<file path="config.mk">
export PLATFORM = sky130hd
export DESIGN_NAME = gdfr_fault_response
export DESIGN_NICKNAME = d
export VERILOG_FILES = /design/src/gdfr_pkg.sv /design/src/gdfr_fault_response.sv /design/src/gdfr_flags.sv /design/src/gdfr_timer.sv
export SDC_FILE = /design/constraint.sdc
export NUM_CORES = 1
export LEC_CHECK = 0
export ABC_AREA = 1
export CAP_MARGIN = 20
export CORE_MARGIN = 8
export CORE_UTILIZATION = 66
export CTS_BUF_LIST = sky130_fd_sc_hd__clkbuf_8
export DETAILED_ROUTE_END_ITERATION = 8
export DONT_BUFFER_PORTS = 1
export GPL_TIMING_DRIVEN = 0
export PLACE_DENSITY = 0.82
export SYNTH_ARGS = -nofsm -noshare
export SYNTH_HDL_FRONTEND = slang
export SYNTH_SLANG_ARGS = --single-unit
</file>
<file path="constraint.sdc">
create_clock -name clock -period 2.4 [get_ports clock]
set_clock_uncertainty 0.1 [all_clocks]
set_input_delay 0.12 -clock clock [delete_from_list [all_inputs] [get_ports clock]]
set_output_delay 0.12 -clock clock [all_outputs]
set_load 0.02 [all_outputs]
</file>
<file path="src/gdfr_pkg.sv">
package gdfr_pkg;

    // Register bus shape
    localparam int ADDR_W = 8;
    localparam int DATA_W = 32;

    // Register offsets (byte addresses, one aligned word each)
    localparam logic [7:0] CFG_OFS    = 8'h00;
    localparam logic [7:0] STATUS_OFS = 8'h04;
    localparam logic [7:0] CMD_OFS    = 8'h08;

    // Configuration register field positions
    localparam int CFG_PUMP_DIS   = 0;
    localparam int CFG_OC_SEL_LO  = 1;
    localparam int CFG_GATE_DIS   = 3;
    localparam int CFG_TWARN_REP  = 4;
    localparam int CFG_TSD_REC    = 5;
    localparam int CFG_POL_EN     = 6;
    localparam int CFG_AOL_EN_LO  = 7;
    localparam int CFG_SHORT_EN   = 10;

    // Command register: write one to clear latched faults
    localparam int CMD_CLEAR = 0;

    // Status register field positions
    localparam int ST_GLOBAL   = 0;
    localparam int ST_FLAG_LO  = 1;
    localparam int ST_GATE_HIZ = 15;

    // Sticky flag vector layout
    localparam int FL_SUPPLY = 0;
    localparam int FL_PUMP   = 1;
    localparam int FL_DS_OC  = 2;
    localparam int FL_SH_OC  = 3;
    localparam int FL_GATE   = 4;
    localparam int FL_TWARN  = 5;
    localparam int FL_TSD    = 6;
    localparam int FL_POL    = 7;
    localparam int FL_AOL_LO = 8;
    localparam int FL_SSUP   = 11;
    localparam int FL_SGND   = 12;
    localparam int FL_MEM    = 13;
    localparam int NFLAG     = 14;

    // Overcurrent action encodings
    localparam logic [1:0] OC_LATCH  = 2'h0;
    localparam logic [1:0] OC_RETRY  = 2'h1;
    localparam logic [1:0] OC_REPORT = 2'h2;
    localparam logic [1:0] OC_OFF    = 2'h3;

    // Reset values
    localparam logic [1:0] OC_SEL_RST = OC_LATCH;
    localparam logic       FAULT_N_RST = 1'h1;
    localparam logic       HIZ_RST     = 1'h1;
    localparam logic       PUMP_RST    = 1'h1;

    // Timing: figures in their own unit, counts derived from the clock
    localparam int CLK_PERIOD_NS = 20;
    localparam int T_RETRY_US    = 4;
    localparam int T_RST_US      = 8;
    localparam int RETRY_CYC = (T_RETRY_US * 1000 + CLK_PERIOD_NS - 1) / CLK_PERIOD_NS;
    localparam int RST_CYC   = (T_RST_US * 1000 + CLK_PERIOD_NS - 1) / CLK_PERIOD_NS;
    localparam int TIMER_W   = 16;

    // All registered state of the top module
    typedef struct packed {
        logic              pump_uv_disable;
        logic [1:0]        overcurrent_action_sel;
        logic              gate_stuck_disable;
        logic              thermal_warn_report_en;
        logic              thermal_shutdown_recovery_sel;
        logic              passive_openload_en;
        logic [2:0]        active_openload_en;
        logic              offline_short_test_en;
        logic              rst_qualified;
        logic              fault_out_n;
        logic              gate_hiz;
        logic              pump_en;
        logic [DATA_W-1:0] rd_data;
    } gdfr_state_s;

endpackage : gdfr_pkg

</file>
<file path="src/gdfr_fault_response.sv">
// Implementation choices: the plain strobed port and the register offsets.
`timescale 1ns/1ns
// What this block does
// - Supply undervoltage: gates off, pump off, report
// - Supply recovery automatic; lockout flag stays sticky
// - Pump undervoltage, enabled: gates off, report while present
// - Pump recovery automatic; flags held until clear
// - Pump disabled: flag only, no action
// - Hardware variant: pump protection always on
// - Overcurrent 00: report, gates off, latched
// - Overcurrent 01: report, gates off, retry
// - Overcurrent 10: report only, gates keep running
// - Overcurrent 11: no report, no action
// - Gate stuck enabled: report, gates off, latched
// - Gate stuck disabled: no report, no stop
// - Thermal warning reports when enabled, auto clears
// - Thermal shutdown mode 0: latched gate stop
// - Thermal shutdown mode 1: automatic recovery
// - Passive open load reported when enabled
// - Active open load reported, drivers stay active
// - Offline short test reports supply/ground shorts
// - Memory checksum fault reported, drivers stay active
// - Global fault is OR of all flags
module gdfr_fault_response
    import gdfr_pkg::*;
#(
    parameter bit HW_VARIANT = 1'b0
) (
    // Clock and reset
    input  wire logic              clock,
    input  wire logic              arst_n,
    // Register port
    input  wire logic [ADDR_W-1:0] addr,
    input  wire logic [DATA_W-1:0] wr_data,
    input  wire logic              wr_strobe,
    input  wire logic              rd_strobe,
    output logic      [DATA_W-1:0] rd_data,
    // Enable pin, high for normal operation
    input  wire logic              enable,
    // Fault detector levels
    input  wire logic              supply_lockout,
    input  wire logic              pump_undervoltage,
    input  wire logic              drain_source_overcurrent,
    input  wire logic              shunt_overcurrent,
    input  wire logic              gate_stuck_fault,
    input  wire logic              thermal_warning,
    input  wire logic              thermal_shutdown,
    input  wire logic              passive_openload,
    input  wire logic [2:0]        active_openload,
    input  wire logic              short_to_supply,
    input  wire logic              short_to_ground,
    // Power-up memory checksum result
    input  wire logic              mem_check_valid,
    input  wire logic              mem_check_fail,
    // Fault response outputs
    output logic                   fault_out_n,
    output logic                   gate_hiz,
    output logic                   pump_en
);

    gdfr_state_s      st;
    gdfr_state_s      next_st;
    logic [NFLAG-1:0] flag_q;
    logic [NFLAG-1:0] flag_set;
    logic [NFLAG-1:0] flag_clr;
    logic [NFLAG-1:0] held;
    logic             retry_run;
    logic             retry_expire;
    logic             rst_expire;
    logic             enable_pulse;
    logic             clear_faults;
    logic             pump_protect;
    logic             oc_active;
    logic             oc_stop;
    logic             tsd_stop;
    logic             hiz_now;
    logic             report_now;
    logic [DATA_W-1:0] status_word;

    assign pump_protect = HW_VARIANT || !st.pump_uv_disable;

    assign enable_pulse = enable && st.rst_qualified;

    // Clear command from software or a qualified enable pulse
    assign clear_faults = (wr_strobe && addr == CMD_OFS && wr_data[CMD_CLEAR])
                          || enable_pulse;

    // Sources of the sticky flags
    always_comb begin
        flag_set = '0;
        flag_set[FL_SUPPLY] = supply_lockout;
        flag_set[FL_PUMP]   = pump_undervoltage;
        flag_set[FL_DS_OC]  = drain_source_overcurrent
                              && st.overcurrent_action_sel != OC_OFF;
        flag_set[FL_SH_OC]  = shunt_overcurrent
                              && st.overcurrent_action_sel != OC_OFF;
        flag_set[FL_GATE]   = gate_stuck_fault;
        flag_set[FL_TWARN]  = thermal_warning && st.thermal_warn_report_en;
        flag_set[FL_TSD]    = thermal_shutdown;
        flag_set[FL_POL]    = passive_openload && st.passive_openload_en;
        flag_set[FL_AOL_LO +: 3] = active_openload & st.active_openload_en;
        flag_set[FL_SSUP]   = short_to_supply && st.offline_short_test_en;
        flag_set[FL_SGND]   = short_to_ground && st.offline_short_test_en;
        flag_set[FL_MEM]    = mem_check_valid && mem_check_fail;
    end

    // Clears; the memory fault is kept until reset
    always_comb begin
        flag_clr = {NFLAG{clear_faults}};
        flag_clr[FL_MEM] = 1'b0;
        if (retry_expire) begin
            flag_clr[FL_DS_OC] = 1'b1;
            flag_clr[FL_SH_OC] = 1'b1;
        end
    end

    gdfr_flags #(
        .W      (NFLAG)
    ) u_flags (
        .clock  (clock),
        .arst_n (arst_n),
        .set    (flag_set),
        .clr    (flag_clr),
        .q      (flag_q)
    );

    // Live events are folded in so the response does not wait a cycle
    assign held = flag_q | flag_set;

    assign oc_active = held[FL_DS_OC] || held[FL_SH_OC];
    assign retry_run = (st.overcurrent_action_sel == OC_RETRY)
                       && (flag_q[FL_DS_OC] || flag_q[FL_SH_OC]);

    gdfr_timer #(
        .CYC    (RETRY_CYC)
    ) u_retry (
        .clock  (clock),
        .arst_n (arst_n),
        .run    (retry_run),
        .expire (retry_expire)
    );

    gdfr_timer #(
        .CYC    (RST_CYC)
    ) u_rst (
        .clock  (clock),
        .arst_n (arst_n),
        .run    (!enable),
        .expire (rst_expire)
    );

    // Gate stop terms per fault class
    always_comb begin
        oc_stop = oc_active && (st.overcurrent_action_sel == OC_LATCH
                                || st.overcurrent_action_sel == OC_RETRY);
        if (st.thermal_shutdown_recovery_sel) begin
            tsd_stop = thermal_shutdown;
        end else begin
            tsd_stop = held[FL_TSD];
        end
    end

    // Gates go high-impedance on any stopping fault
    always_comb begin
        hiz_now = 1'b0;
        if (supply_lockout) begin
            hiz_now = 1'b1;
        end
        if (pump_undervoltage && pump_protect) begin
            hiz_now = 1'b1;
        end
        if (oc_stop || tsd_stop) begin
            hiz_now = 1'b1;
        end
        if (held[FL_GATE] && !st.gate_stuck_disable) begin
            hiz_now = 1'b1;
        end
    end

    // Fault pin: live terms recover by themselves, held terms need a clear
    always_comb begin
        report_now = 1'b0;
        if (supply_lockout) begin
            report_now = 1'b1;
        end
        if (pump_undervoltage && pump_protect) begin
            report_now = 1'b1;
        end
        if (oc_active) begin
            report_now = 1'b1;
        end
        if (held[FL_GATE] && !st.gate_stuck_disable) begin
            report_now = 1'b1;
        end
        if (thermal_warning && st.thermal_warn_report_en) begin
            report_now = 1'b1;
        end
        if (tsd_stop) begin
            report_now = 1'b1;
        end
        if (held[FL_POL] || held[FL_SSUP] || held[FL_SGND]) begin
            report_now = 1'b1;
        end
        if (|held[FL_AOL_LO +: 3]) begin
            report_now = 1'b1;
        end
        if (held[FL_MEM]) begin
            report_now = 1'b1;
        end
    end

    // Status word seen by software
    always_comb begin
        status_word = '0;
        status_word[ST_GLOBAL] = |flag_q;
        status_word[ST_FLAG_LO +: NFLAG] = flag_q;
        status_word[ST_GATE_HIZ] = st.gate_hiz;
    end

    // Next state: configuration writes, read data, pin drive
    always_comb begin
        next_st = st;
        if (wr_strobe && addr == CFG_OFS) begin
            next_st.pump_uv_disable               = wr_data[CFG_PUMP_DIS];
            next_st.overcurrent_action_sel        = wr_data[CFG_OC_SEL_LO +: 2];
            next_st.gate_stuck_disable            = wr_data[CFG_GATE_DIS];
            next_st.thermal_warn_report_en        = wr_data[CFG_TWARN_REP];
            next_st.thermal_shutdown_recovery_sel = wr_data[CFG_TSD_REC];
            next_st.passive_openload_en           = wr_data[CFG_POL_EN];
            next_st.active_openload_en            = wr_data[CFG_AOL_EN_LO +: 3];
            next_st.offline_short_test_en         = wr_data[CFG_SHORT_EN];
        end
        // Read data stand for one cycle only, zero otherwise
        next_st.rd_data = '0;
        if (rd_strobe) begin
            unique case (addr)
                CFG_OFS: begin
                    next_st.rd_data[CFG_PUMP_DIS]       = st.pump_uv_disable;
                    next_st.rd_data[CFG_OC_SEL_LO +: 2] = st.overcurrent_action_sel;
                    next_st.rd_data[CFG_GATE_DIS]       = st.gate_stuck_disable;
                    next_st.rd_data[CFG_TWARN_REP]      = st.thermal_warn_report_en;
                    next_st.rd_data[CFG_TSD_REC]        = st.thermal_shutdown_recovery_sel;
                    next_st.rd_data[CFG_POL_EN]         = st.passive_openload_en;
                    next_st.rd_data[CFG_AOL_EN_LO +: 3] = st.active_openload_en;
                    next_st.rd_data[CFG_SHORT_EN]       = st.offline_short_test_en;
                end
                STATUS_OFS: begin
                    next_st.rd_data = status_word;
                end
                default: begin
                    next_st.rd_data = '0;
                end
            endcase
        end
        // qualify a long enough low pulse
        if (enable) begin
            next_st.rst_qualified = 1'b0;
        end else if (rst_expire) begin
            next_st.rst_qualified = 1'b1;
        end
        next_st.fault_out_n = !report_now;
        next_st.gate_hiz    = hiz_now;
        next_st.pump_en     = !supply_lockout;
    end

    // State register; outputs start safe with gates in Hi-Z
    always_ff @(posedge clock or negedge arst_n) begin
        if (!arst_n) begin
            st                        <= '0;
            st.overcurrent_action_sel <= OC_SEL_RST;
            st.fault_out_n            <= FAULT_N_RST;
            st.gate_hiz               <= HIZ_RST;
            st.pump_en                <= PUMP_RST;
        end else begin
            st <= next_st;
        end
    end

    assign rd_data     = st.rd_data;
    assign fault_out_n = st.fault_out_n;
    assign gate_hiz    = st.gate_hiz;
    assign pump_en     = st.pump_en;

endmodule : gdfr_fault_response

</file>
<file path="src/gdfr_flags.sv">
`timescale 1ns/1ns
// Vector of sticky flags; a set in the same cycle as a clear wins
module gdfr_flags
    import gdfr_pkg::*;
#(
    parameter int W = 1
) (
    // Clock and reset
    input  wire logic         clock,
    input  wire logic         arst_n,
    // Flag control
    input  wire logic [W-1:0] set,
    input  wire logic [W-1:0] clr,
    // Flag state
    output logic      [W-1:0] q
);

    logic [W-1:0] state;
    logic [W-1:0] next_state;

    // Set beats clear so no event is lost during a clear
    always_comb begin
        next_state = set | (state & ~clr);
    end

    always_ff @(posedge clock or negedge arst_n) begin
        if (!arst_n) begin
            state <= '0;
        end else begin
            state <= next_state;
        end
    end

    assign q = state;

endmodule : gdfr_flags

</file>
<file path="src/gdfr_timer.sv">
`timescale 1ns/1ns
// Free counter that pulses expire every CYC cycles while run is high
module gdfr_timer
    import gdfr_pkg::*;
#(
    parameter int CYC = 2
) (
    // Clock and reset
    input  wire logic clock,
    input  wire logic arst_n,
    // Control
    input  wire logic run,
    output logic      expire
);

    logic [TIMER_W-1:0] count;
    logic [TIMER_W-1:0] next_count;
    logic               at_end;

    assign at_end = (count == TIMER_W'(CYC - 1));
    assign expire = run && at_end;

    // Restart from zero whenever run drops or the interval ends
    always_comb begin
        if (!run || at_end) begin
            next_count = '0;
        end else begin
            next_count = count + TIMER_W'(1);
        end
    end

    always_ff @(posedge clock or negedge arst_n) begin
        if (!arst_n) begin
            count <= '0;
        end else begin
            count <= next_count;
        end
    end

endmodule : gdfr_timer

</file>
# Yosys cells after proc, flatten, opt, wreduce, memory -nomap -nowiden
# Index checks and enable logic that the tools add are counted.
# Widths: inputs -> output; s select.
# totals
reg_bits,93
inputBits,60
out_inout_bits,35
elab_cells,86
# classes
n_addsub,2
eq_ne,6
n_mux,20
n_bitwise,5
reduce_logical,37
# op_table
op,count
$add 16x1->16 const B,2
$mux 16,2
$mux 32,1
$or 14x14->14,2
$pmux 11 s2,1
$logic_and 1x1->1,17
$eq 16x8->1 const B,1
$eq 16x9->1 const B,1
$and 14x14->14,1
$mux 1,14
$not 13->14,1
$reduce_or 14->1,1
$logic_or 1x1->1,9
$eq 8x3->1 const B,1
$eq 8x4->1 const B,1
$logic_not 8->1,1
$logic_not 1->1,6
$mux 5,1
$and 3x3->3,1
$reduce_or 3->1,1
$eq 2x1->1 const B,1
$logic_not 2->1,1
$mux 2,1
$ne 2x2->1 const B,1
$reduce_bool 2->1,1

# Longest topological paths before layout
# Gate-level depths: netlist (run 1).
# depth
word_depth,12
ltp_mapped,9
mapped_depth_nobuf,8

# Hierarchy
# A second synthesis (run 1) with hierarchy kept.
# unflattened
hier_cells,551
area_unflattened_um2,4154.0
# by_module_without_submodules
mod,n_inst,cells_each,area_each_um2,seq_area_each_um2
gdfr_fault_response,1,230,1744.2,779.5
gdfr_timer (u_rst),1,130,943.4,400.4
gdfr_timer (u_retry),1,121,905.9,400.4
gdfr_flags,1,70,560.5,350.3

# Worst setup path after synthesis (run 1)
# No wires, ideal clock.
# synth_path
path_type,register to register
from,reg u_rst.count[0]
to,reg u_rst.count[11]
setup_ns,0.120
arrival_time_ns,1.209
required_ns,2.180
setup_slack_ns,0.971
path_stages_with_launch,10
path_buffers,1
period_less_slack_ns,1.429
cell_sequence,dfrtp_1 ha_1 nand2_2 nor2_4 inv_1 nor2_2 nand2_2 nand2_4 buf_8 nor2_1
# synth_between
elab_chain_len,3
elab_cells_between_ends,4
classes_between,add/sub (1); eq/ne (1); mux (1); reduce/logical (1)
# synth_lines
element,line_no,rtl
"start, declared",gdfr_timer.sv:16,logic [TIMER_W-1:0] count;
"start signal, assigned",gdfr_timer.sv:36,count <= next_count;
"parallel branches: the longest is 2 deep, another holds $add 16x1->16",n/a,
$mux 16 *,gdfr_timer.sv:25,if (!run || at_end) begin
named net u_rst.next_count[11],gdfr_timer.sv:17,logic [TIMER_W-1:0] next_count;
# Mark *: on every way through the listed nets, which the timed path passes.
# A chain may end at the register's enable or synchronous reset.

# Final worst setup path (run 1)
# layout_path
from,in addr[3]
to,reg st[44] (netlist name)
# layout_between
elab_chain_len,2
# layout_lines
element,line_no,rtl
"start, declared",gdfr_fault_response.sv:33,"input wire logic [ADDR_W-1:0] addr,"
$logic_not 8->1,gdfr_fault_response.sv:223,if (wr_strobe && addr == CFG_OFS) begin
$logic_and 1x1->1,gdfr_fault_response.sv:223,
"end signal, assigned",gdfr_fault_response.sv:275,st <= next_st;
"end, declared",gdfr_fault_response.sv:61,gdfr_state_s st;
# Every way passes these cells.

==> impl_metrics.ini, run 1 <==
[global_routing]
antenna_found_initial = 0
grt_max_degree = 78
gr-total-overflow = 0
track_usage_pct = 23.19
first_global_vias = 3320
grt_pass1_wl_um = 15790

[finish]
nNetsFinal = 607
final_core_util_pct = 79.99
num_antenna_cells = 0
syn2layout_area_growth_pct = 19.17
drive_gt1_share_pct = 14.00
stdcell_count = 625

[clocking]
cts_tree = done
worstSkewPairLatency_ns = 0.35
cts_max_level = 3
path_clk_slew_ns = 0.08
cts-root-buf = clkbuf_8
cts_buffers = 9
clockBufferDepth = 2
clkSinkCount = 77

[power_and_ir_drop]
intPower_mw = 2.297
power-per-cell-area_nw_per_um2 = 674.7
seq_power_share_pct = 48.5
combPwrFrac_pct = 13.8
p_sw_share_pct = 26.83
p_leak_nw = 2.362
vdd_drop_max_uv = 454.7
p_clk_share_pct = 37.7
switchingPower_uw = 842.2

[synth]
yosysTopAreaCell = dfrtp_1
ys.flop_type = dfrtp_1
synth_area_per_cell_um2 = 8.049
post-synth-top-count-cell = nand2_1
synthesis.area_um2 = 3904
ys_ff_latch = 77
async_flop_share_pct = 100.0
synth.yosys.seq_area_share_pct = 49.46
synth_area_leaders = dfrtp_1, nand2_1, nor2_1, buf_4, nand3_1
ys_types = 31
postSynthCellCount = 485
synth_edf_count = 0
synth_common_cells = nand2_1, nor2_1, dfrtp_1
synth_top_area_share_pct = 47.44
yosys_warnings = 0

[sta]
final_max_slew_viol_count = 0
setup_violations = 0
period_needed_ns = 2.320
hold-worst-slack_ns = 0.01576
rsz0062_at_grt = false
fmax_mhz = 431.0
period_share_pct = 96.67
hold_viol = 0
tns_ns = 0

[place]
port_buffers = 0
routabilityCongestion = 0.8546
place_inst = 575
dp_hpwl_um = 6200

[route]
drt_wl_total_um = 9628
drtAntennaViolNets = 0
wl_per_cell_um = 15.40
drtIter0Drc = 220
routed_via_density = 5.362
drcViolationCount = 0
drt_pass1_iterations = 6
num_vias = 3351

[run_status]
outcome = finished clean

[worst_setup_path]
end_kind = flop
critical_path_class = in2reg
required_ns = 2.53
worstPathArrival_ns = 2.45
worstPathMaxFanout = 4
critPathLaunchType = primary input

[floorplanning]
dieArea_um2 = 8631
die_h_um = 92.91
core-area_um2 = 5816
io-pin-count = 95
rows = 28
die_w_um = 92.91
start_util_pct = 67.13

[job]
max-cap-violations = 0

[worst_hold_path]
hold_path_class = in2reg
## stage by stage
stage | instance area, µm² | power, mW | setup slack [ns]
2_1_floorplan | 3960 | 1.808 | 0.9708
3_3_place_gp | 4054 | 1.869 | 0.8151
3_5_place_dp | 4054 | 1.888 | 0.7608
4_1_cts | 4652 | 3.130 | 0.2271
5_1_grt | 4652 | 3.275 | 0.01551
6_report | 4652 | 3.139 | 0.08000
## cell type report
| type | count | area [µm²] |
|---|---|---|
| Sequential cell | 77 | 1931 |
| Multi-Input combinational cell | 338 | 1559 |
| Fill cell | 377 | 1164 |
| Timing Repair Buffer | 34 | 357.8 |
| Buffer | 41 | 305.3 |
| Inverter | 44 | 165.2 |
| Clock buffer | 10 | 137.6 |
| Clock inverter | 6 | 102.6 |
| Tap cell | 75 | 93.84 |
## power groups by stage
stage / registers [mW] / logic, mW / clock network, mW
global placement: 1.54 / 0.333 / 0
finish: 1.52 / 0.434 / 1.18
floorplan: 1.51 / 0.296 / 0
CTS: 1.52 / 0.425 / 1.19
global route: 1.54 / 0.494 / 1.24
detailed placement: 1.54 / 0.347 / 0
## kinds of logic (layout without fill, tap and decap cells)
kind of cell | after synthesis | in the layout | share of synthesized area, %
other cells | 1 | 16 | 0.09606
buf+inv | 85 | 135 | 12.05
xor+xnor | 16 | 16 | 3.590
simple gates | 284 | 284 | 30.99
compound gates | 20 | 20 | 3.173
flops | 77 | 77 | 49.46
fa+ha+maj | 2 | 2 | 0.6409
## cell usage in the layout, fill, tap and decap left out, drive strengths merged, types with 5 or more instances in the layout
cell type    synthesis  final
o21ai               12     12
a21oi                6      6
dlygate4sd3          0     33
nor3                 6      6
clkbuf               1     11
xor2                11     11
nand3               44     44
conb                 1     16
xnor2                5      5
nand4                9      9
nor2                93     93
inv                 44     46
nand2              129    129
dfrtp               74     74
buf                 40     41
## path summary, 6_finish.rpt
kind | to | from | cells after the start | slack, ns
max in group asynchronous | fault_out_n$_DFF_PN1_ | arst_n | 2 | 1.66
min in group asynchronous | u_rst.count[8]$_DFF_PN0_ | arst_n | 2 | 0.21
min reg2reg | u_rst.count[0]$_DFF_PN0_ | u_rst.count[0]$_DFF_PN0_ | 1 | 0.36
min | rd_data[8]$_DFF_PN0_ | addr[3] | 5 | 0.02
max | st[44]$_DFFE_PN0P_ | addr[3] | 9 | 0.08
max reg2reg | u_rst.count[10]$_DFF_PN0_ | u_rst.count[0]$_DFF_PN0_ | 9 | 0.74
## layer usage
metal / global-route usage (%) / vias to the layer above / wire length, µm
met5: 0 / - / 0
met4: 9.530 / 0 / 191
met3: 7.605 / 26 / 957
li1: - / 1578 / -
met2: 37.22 / 178 / 4714
met1: 28.10 / 1569 / 3765
## critical path: stages
cell	delay, ns
dlygate4sd3_1	0.54
nor2_1	0.11
nand2_1	0.09
nor2_2	0.22
nand2_1	0.13
nor2_1	0.09
dlygate4sd3_1	0.56
a21oi_1	0.04
dlygate4sd3_1	0.56
## timing repair
| action | 4_1_cts | 5_1_grt |
|---|---|---|
| setup buffers | 0 | 0 |
| hold endpoints to repair | 118 | 0 |
| hold buffers | 34 | 0 |
| gates resized for setup | 0 | 0 |
## state kept, by name, indices dropped and copies added (netlist names)
signal,count
fault_out_n,1
gate_hiz,1
pump_en,1
rd_data,16
st,12
u_flags.q,14
u_retry.count,16
u_rst.count,16
Note: power is estimated with default switching activity, not from simulation.
==> run 2, diff against run 1 <==
--- a/config.mk
+++ b/config.mk
@@ -17,3 +17,4 @@
 export SYNTH_ARGS = -nofsm -noshare
 export SYNTH_HDL_FRONTEND = slang
+export SYNTH_HIERARCHICAL = 1
 export SYNTH_SLANG_ARGS = --single-unit
--- a/constraint.sdc
+++ b/constraint.sdc
@@ -3,3 +3,3 @@
 set_input_delay 0.12 -clock clock [delete_from_list [all_inputs] [get_ports clock]]
 set_output_delay 0.12 -clock clock [all_outputs]
-set_load 0.02 [all_outputs]
+set_load 0.01 [all_outputs]
==> run 2 against run 1 <==
Against the previous run:
- total power down 12%
- via count up 15%
- worst setup slack better by 0.35 ns
- design area up 7.0%
- highest routed layer unchanged
==> impl_metrics.ini, run 2 <==
[synth]
yosysTopAreaCell = dfrtp_1
synth.yosys.seq_area_share_pct = 46.48
synth_top_area_share_pct = 44.58
yosys_warnings = 6
synth_area_leaders = dfrtp_1, nand2_1, nor2_1, inv_1, buf_4
post-synth-top-count-cell = nand2_1
ys.flop_type = dfrtp_1
synthesis.area_um2 = 4154
ys_types = 28
postSynthCellCount = 551
synth_area_per_cell_um2 = 7.539
async_flop_share_pct = 100.0
ys_ff_latch = 77
synth_edf_count = 0
synth_common_cells = nand2_1, nor2_1, inv_1

[route]
drcViolationCount = 0
drt_pass1_iterations = 6
drt_wl_total_um = 11590
routed_via_density = 5.465
drtAntennaViolNets = 0
num_vias = 3853
wl_per_cell_um = 16.44
drtIter0Drc = 309

[clocking]
cts_buffers = 9
cts-root-buf = clkbuf_8
cts_tree = done
path_clk_slew_ns = 0.10
clockBufferDepth = 2
clkSinkCount = 77
worstSkewPairLatency_ns = 0.36
cts_max_level = 3

[worst_setup_path]
worstReg2RegEnd = rd_data[0]$_DFF_PN0_
rr_startpoint = u_flags/q[10]$_DFF_PN0_
critPathLaunchType = flop
end_kind = flop
critical-path-slowest-cell = dlygate4sd3_1
path_buf_inv = 1
crit_family = simple AND/OR/NAND/NOR gates
worstPathMaxFanout = 3
critical_path_class = reg2reg
rrSetupSlack_ns = 0.43
worstPathArrival_ns = 2.11
required_ns = 2.55
crit_chain = nor2_1 -> nand2_1 -> nor2_1 -> nand2_1 -> nand2_1 -> nand2_1 -> dlygate4sd3_1
rr_worst_depth = 7
cp_common_cell = nand2_1
max_stage_delay_ns = 0.56

[power_and_ir_drop]
seq_power_share_pct = 51.9
p_leak_nw = 2.493
power.total_mw = 2.747
intPower_mw = 1.970
p_sw_share_pct = 28.31
vdd_drop_max_uv = 483.5
combPwrFrac_pct = 10.3
switchingPower_uw = 777.7
p_clk_share_pct = 37.9
power-per-cell-area_nw_per_um2 = 552.1

[floorplanning]
die_w_um = 95.34
rows = 29
die_h_um = 95.34
core-area_um2 = 6205
dieArea_um2 = 9089
io-pin-count = 95
start_util_pct = 66.95

[place]
routabilityCongestion = 0.8653
port_buffers = 0
pre_cts_ws_ns = 0.8064
dp_hpwl_um = 6273

[sta]
worstMarginPinSlew_ns = 0.5641
rsz0062_at_grt = false
tns_ns = 0
period_needed_ns = 1.968
setup_violations = 0
period_share_pct = 82.01
fmax_mhz = 508.1
hold_viol = 0
fin_ws_ns = 0.4317
hold-worst-slack_ns = 0.08573
max-slew-margin-rel_pct = 62.31
final_max_slew_viol_count = 0

[finish]
fillCellCount = 387
final_core_util_pct = 80.20
syn2layout_area_growth_pct = 19.79
nNetsFinal = 684
layout_common_cells = nand2_1, nor2_1, inv_1
final_common_cell = nand2_1
drive_gt1_share_pct = 13.72

[global_routing]
grt_max_degree = 78
grt_pass1_wl_um = 19000
track_usage_pct = 27.10
gr-total-overflow = 0
antenna_found_initial = 0
first_global_vias = 3981

[job]
max-cap-violations = 0

[worst_hold_path]
hold_path_class = in2reg
min_path_cells = 6
hold_start = addr[3]
min_to = rd_data[4]$_DFF_PN0_

[run_status]
outcome = finished clean
## run 2: cell count changes in the layout (fill, tap and decap cells not counted), sizes merged, moves of 4 or more
cell	delta
inv	+34
nand2	+43
o21ai	-4
dlygate4sd3	+10
nor2	+13
a21oi	-6
nor3	-6
## run 2: logic make-up (layout without fill, tap and decap cells)
family	count (synthesis)	count (layout)	share of synthesized area (%)
buffers and inverters	117	177	14.46
other	1	18	0.09027
and+or+nand+nor	333	333	34.61
xor gates and xnor gates	12	12	2.530
DFF	77	77	46.48
AOI/OAI and AO/OA	9	9	1.235
adders and majority gates	2	2	0.6023
## run 2: worst reg2reg max path: stages (launching register included)
cell and delay [ns]:
dfrtp_1 0.42, nor2_1 0.14, nand2_1 0.09, nor2_1 0.30
nand2_1 0.11, nand2_1 0.08, nand2_1 0.06, dlygate4sd3_1 0.56
## run 2: final cells by class
cell class              instances  area [µm²]  share of cell area [%]
inverters                      79       296.5                   5.959
diodes                          1       2.502                 0.05029
multi-input cells             373        1683                   33.82
clock inverters                 7       81.33                   1.634
flip-flops and latches         77        1931                   38.80
plain buffers                  38       304.0                   6.110
well taps                      77       96.34                   1.936
clock buffers                   9       123.9                   2.489
repair buffers                 44       457.9                   9.203
## run 2: power by group through the flow
| stage | logic, mW | clock network (mW) | registers [mW] |
|---|---|---|---|
| after global placement | 0.157 | 0 | 1.43 |
| after global routing | 0.309 | 1.11 | 1.43 |
| final | 0.282 | 1.04 | 1.42 |
| after CTS | 0.253 | 1.03 | 1.41 |
| after detailed placement | 0.167 | 0 | 1.43 |
| after floorplan | 0.141 | 0 | 1.42 |
## run 2: per-layer routing
metal | vias to the layer above | track usage [%] | wire (µm)
li1 | 1755 | - | -
met1 | 1774 | 30.94 | 4318
met2 | 253 | 44.82 | 5606
met3 | 71 | 8.425 | 1107
met4 | 0 | 14.17 | 559
met5 | - | 0 | 0
## run 2: how the worst max path moves through the flow
stage                                          start  slack [ns]  cells past startpoint                     end
after floorplan           u_retry/count[0]$_DFF_PN0_        1.00                     10  u_flags/q[3]$_DFF_PN0_
after global placement    u_retry/count[0]$_DFF_PN0_        0.84                     10  u_flags/q[3]$_DFF_PN0_
after detailed placement  u_retry/count[0]$_DFF_PN0_        0.81                     10  u_flags/q[3]$_DFF_PN0_
after CTS                                    addr[6]        0.07                     10      st[42]$_DFFE_PN0P_
after global routing         u_flags/q[10]$_DFF_PN0_        0.43                      7    rd_data[0]$_DFF_PN0_
final                        u_flags/q[10]$_DFF_PN0_        0.43                      7    rd_data[0]$_DFF_PN0_
## run 2: stage by stage
step,instances,cell area (µm²)
after floorplan,567,4214
after global placement,644,4310
after detailed placement,644,4310
after CTS,705,4984
after global routing,704,4974
final,705,4976
## run 2: repair_timing
item | in CTS | in global routing
buffers inserted | 0 | 0
endpoints found under the setup margin | 0 | 8
hold endpoints to repair | 113 | 0
gates resized for setup | 0 | 0
hold buffers | 45 | 0
==> run 3, diff against run 2 <==
- clock period: 2.4 -> 2.1 ns (I/O delays scaled with it)
==> run 3 against run 2 <==
Against the previous run:
- critical path type is now in2reg
- via count is 1.9% lower
- sequential power rose by 14%
- clock power up 13%
- non-clock buffer count fell by 5
- final cell count is 0.71% lower
- total power up 13%
- first-iteration DRC count shrank 16%
- die area did not move
- worst setup slack lost 0.17 ns
- design area shrank 1.1%
- register-to-register slack gained 0.02 ns
==> impl_metrics.ini, run 3 (same netlist as run 2, synthesis figures left out) <==
[worst_setup_path]
required_ns = 2.26
worstPathArrival_ns = 2.00
max_stage_delay_ns = 0.57
worstPathMaxFanout = 5
critPathLaunchType = primary input
crit_chain = dlygate4sd3_1 -> nor2_2 -> nand2_1 -> dlygate4sd3_1 -> nor2_2 -> inv_1 -> nor2_1
crit_family = buffers and inverters
critical_path_class = in2reg
rr_startpoint = u_retry/count[0]$_DFF_PN0_
worstReg2RegEnd = u_flags/q[3]$_DFF_PN0_
rr_worst_depth = 10
crit_cells = 7
critical-path-slowest-cell = dlygate4sd3_1
end_kind = flop
path_buf_inv = 3
rrSetupSlack_ns = 0.45

[clocking]
cts-root-buf = clkbuf_8
cts_tree = done
cts_max_level = 3
worstSkewPairLatency_ns = 0.36
cts_buffers = 9
clkSinkCount = 77
path_clk_slew_ns = 0.09
clockBufferDepth = 2
cts_resized = 0

[route]
drt_pass1_iterations = 5
num_vias = 3781
drtIter0Drc = 260
drt_wl_total_um = 11040
drtAntennaViolNets = 0
drcViolationCount = 0
wl_per_cell_um = 15.76
routed_via_density = 5.401

[global_routing]
gr-total-overflow = 0
grt_pass1_wl_um = 18240
antenna_found_initial = 1
grt_max_degree = 78
first_global_vias = 3919
track_usage_pct = 26.00

[power_and_ir_drop]
switchingPower_uw = 871.0
p_leak_nw = 2.454
vdd_drop_max_uv = 501.2
p_clk_share_pct = 38.0
power-per-cell-area_nw_per_um2 = 633.3
intPower_mw = 2.247
power.total_mw = 3.118
combPwrFrac_pct = 10.0
p_sw_share_pct = 27.93
seq_power_share_pct = 52.1

[sta]
tns_ns = 0
fmax_mhz = 543.4
period_share_pct = 87.63
hold-worst-slack_ns = 0.0009896
period_needed_ns = 1.840
max-slew-margin-rel_pct = 65.98
rsz0062_at_grt = false
final_max_slew_viol_count = 0
fin_ws_ns = 0.2597
setup_violations = 0
worstMarginPinSlew_ns = 0.5091
hold_viol = 0

[finish]
drive_gt1_share_pct = 13.99
nNetsFinal = 679
multi_input_area_um2 = 1683
regArea_um2 = 1931
final_core_util_pct = 79.35
layout_common_cells = nand2_1, nor2_1, inv_1
fillCellCount = 399
final_cell_area_um2 = 4923
stdcell_count = 700
final_common_cell = nand2_1
syn2layout_area_growth_pct = 18.52

[floorplanning]
rows = 29
dieArea_um2 = 9089
die_w_um = 95.34
start_util_pct = 66.95
io-pin-count = 95
core-area_um2 = 6205
die_h_um = 95.34

[place]
pre_cts_ws_ns = 0.5064
dp_hpwl_um = 6273
port_buffers = 0
routabilityCongestion = 0.8653
place_area_um2 = 4310
place_inst = 644

[worst_hold_path]
min_to = st[43]$_DFFE_PN0P_
hold_start = addr[4]
min_path_cells = 6
hold_path_class = in2reg

[run_status]
outcome = finished clean

[job]
max-cap-violations = 0
[run 3: cell types whose count changed in the layout (fill, tap and decap cells not counted)]
cell           before  now
dlygate4sd3_1      43   37
buf_4              32   33
[run 3: worst min-delay path: stages]
cell	delay, ns
nor2_4	0.03
nand2_2	0.07
nor2_4	0.04
nand2_2	0.07
nand2_1	0.06
nand2_1	0.05
[run 3: worst max path at each step]
stage	start	endpoint	slack (ns)
2_1_floorplan	u_retry/count[0]$_DFF_PN0_	u_flags/q[3]$_DFF_PN0_	0.70
3_3_place_gp	u_retry/count[0]$_DFF_PN0_	u_flags/q[3]$_DFF_PN0_	0.54
6_report	addr[0]	rd_data[15]$_DFF_PN0_	0.26
4_1_cts	addr[6]	st[43]$_DFFE_PN0P_	0.02
3_5_place_dp	u_retry/count[0]$_DFF_PN0_	u_flags/q[3]$_DFF_PN0_	0.51
5_1_grt	addr[0]	rd_data[15]$_DFF_PN0_	0.14
[run 3: what timing repair did]
action	in CTS	in global routing
hold endpoints to repair	113	0
setup endpoints to repair	0	1
hold buffers	41	0
setup buffers	0	1
[run 3: final cells by class]
class,count,share of cell area (%)
Antenna cell,1,0.05083
Timing Repair Buffer,39,8.234
Clock inverter,7,1.652
Clock buffer,9,2.516
Sequential cell,77,39.21
Tap cell,77,1.957
Buffer,38,6.175
Inverter,79,6.023
Multi-Input combinational cell,373,34.18
[run 3: power groups by stage]
| stage | Clock, mW | Combinational (mW) | Sequential, mW |
|---|---|---|---|
| 3_5_place_dp | 0 | 0.191 | 1.64 |
| 6_report | 1.18 | 0.311 | 1.62 |
| 3_3_place_gp | 0 | 0.179 | 1.64 |
| 2_1_floorplan | 0 | 0.162 | 1.62 |
| 4_1_cts | 1.18 | 0.289 | 1.61 |
| 5_1_grt | 1.27 | 0.343 | 1.63 |
[run 3: layer usage]
| layer | up-vias | global-route usage, % | share of wire (%) |
|---|---|---|---|
| met5 | - | 0 | 0 |
| met4 | 0 | 12.35 | 3.2 |
| met3 | 39 | 8.898 | 8.9 |
| met2 | 209 | 43.38 | 50 |
| met1 | 1779 | 29.32 | 38 |
| li1 | 1754 | - | - |
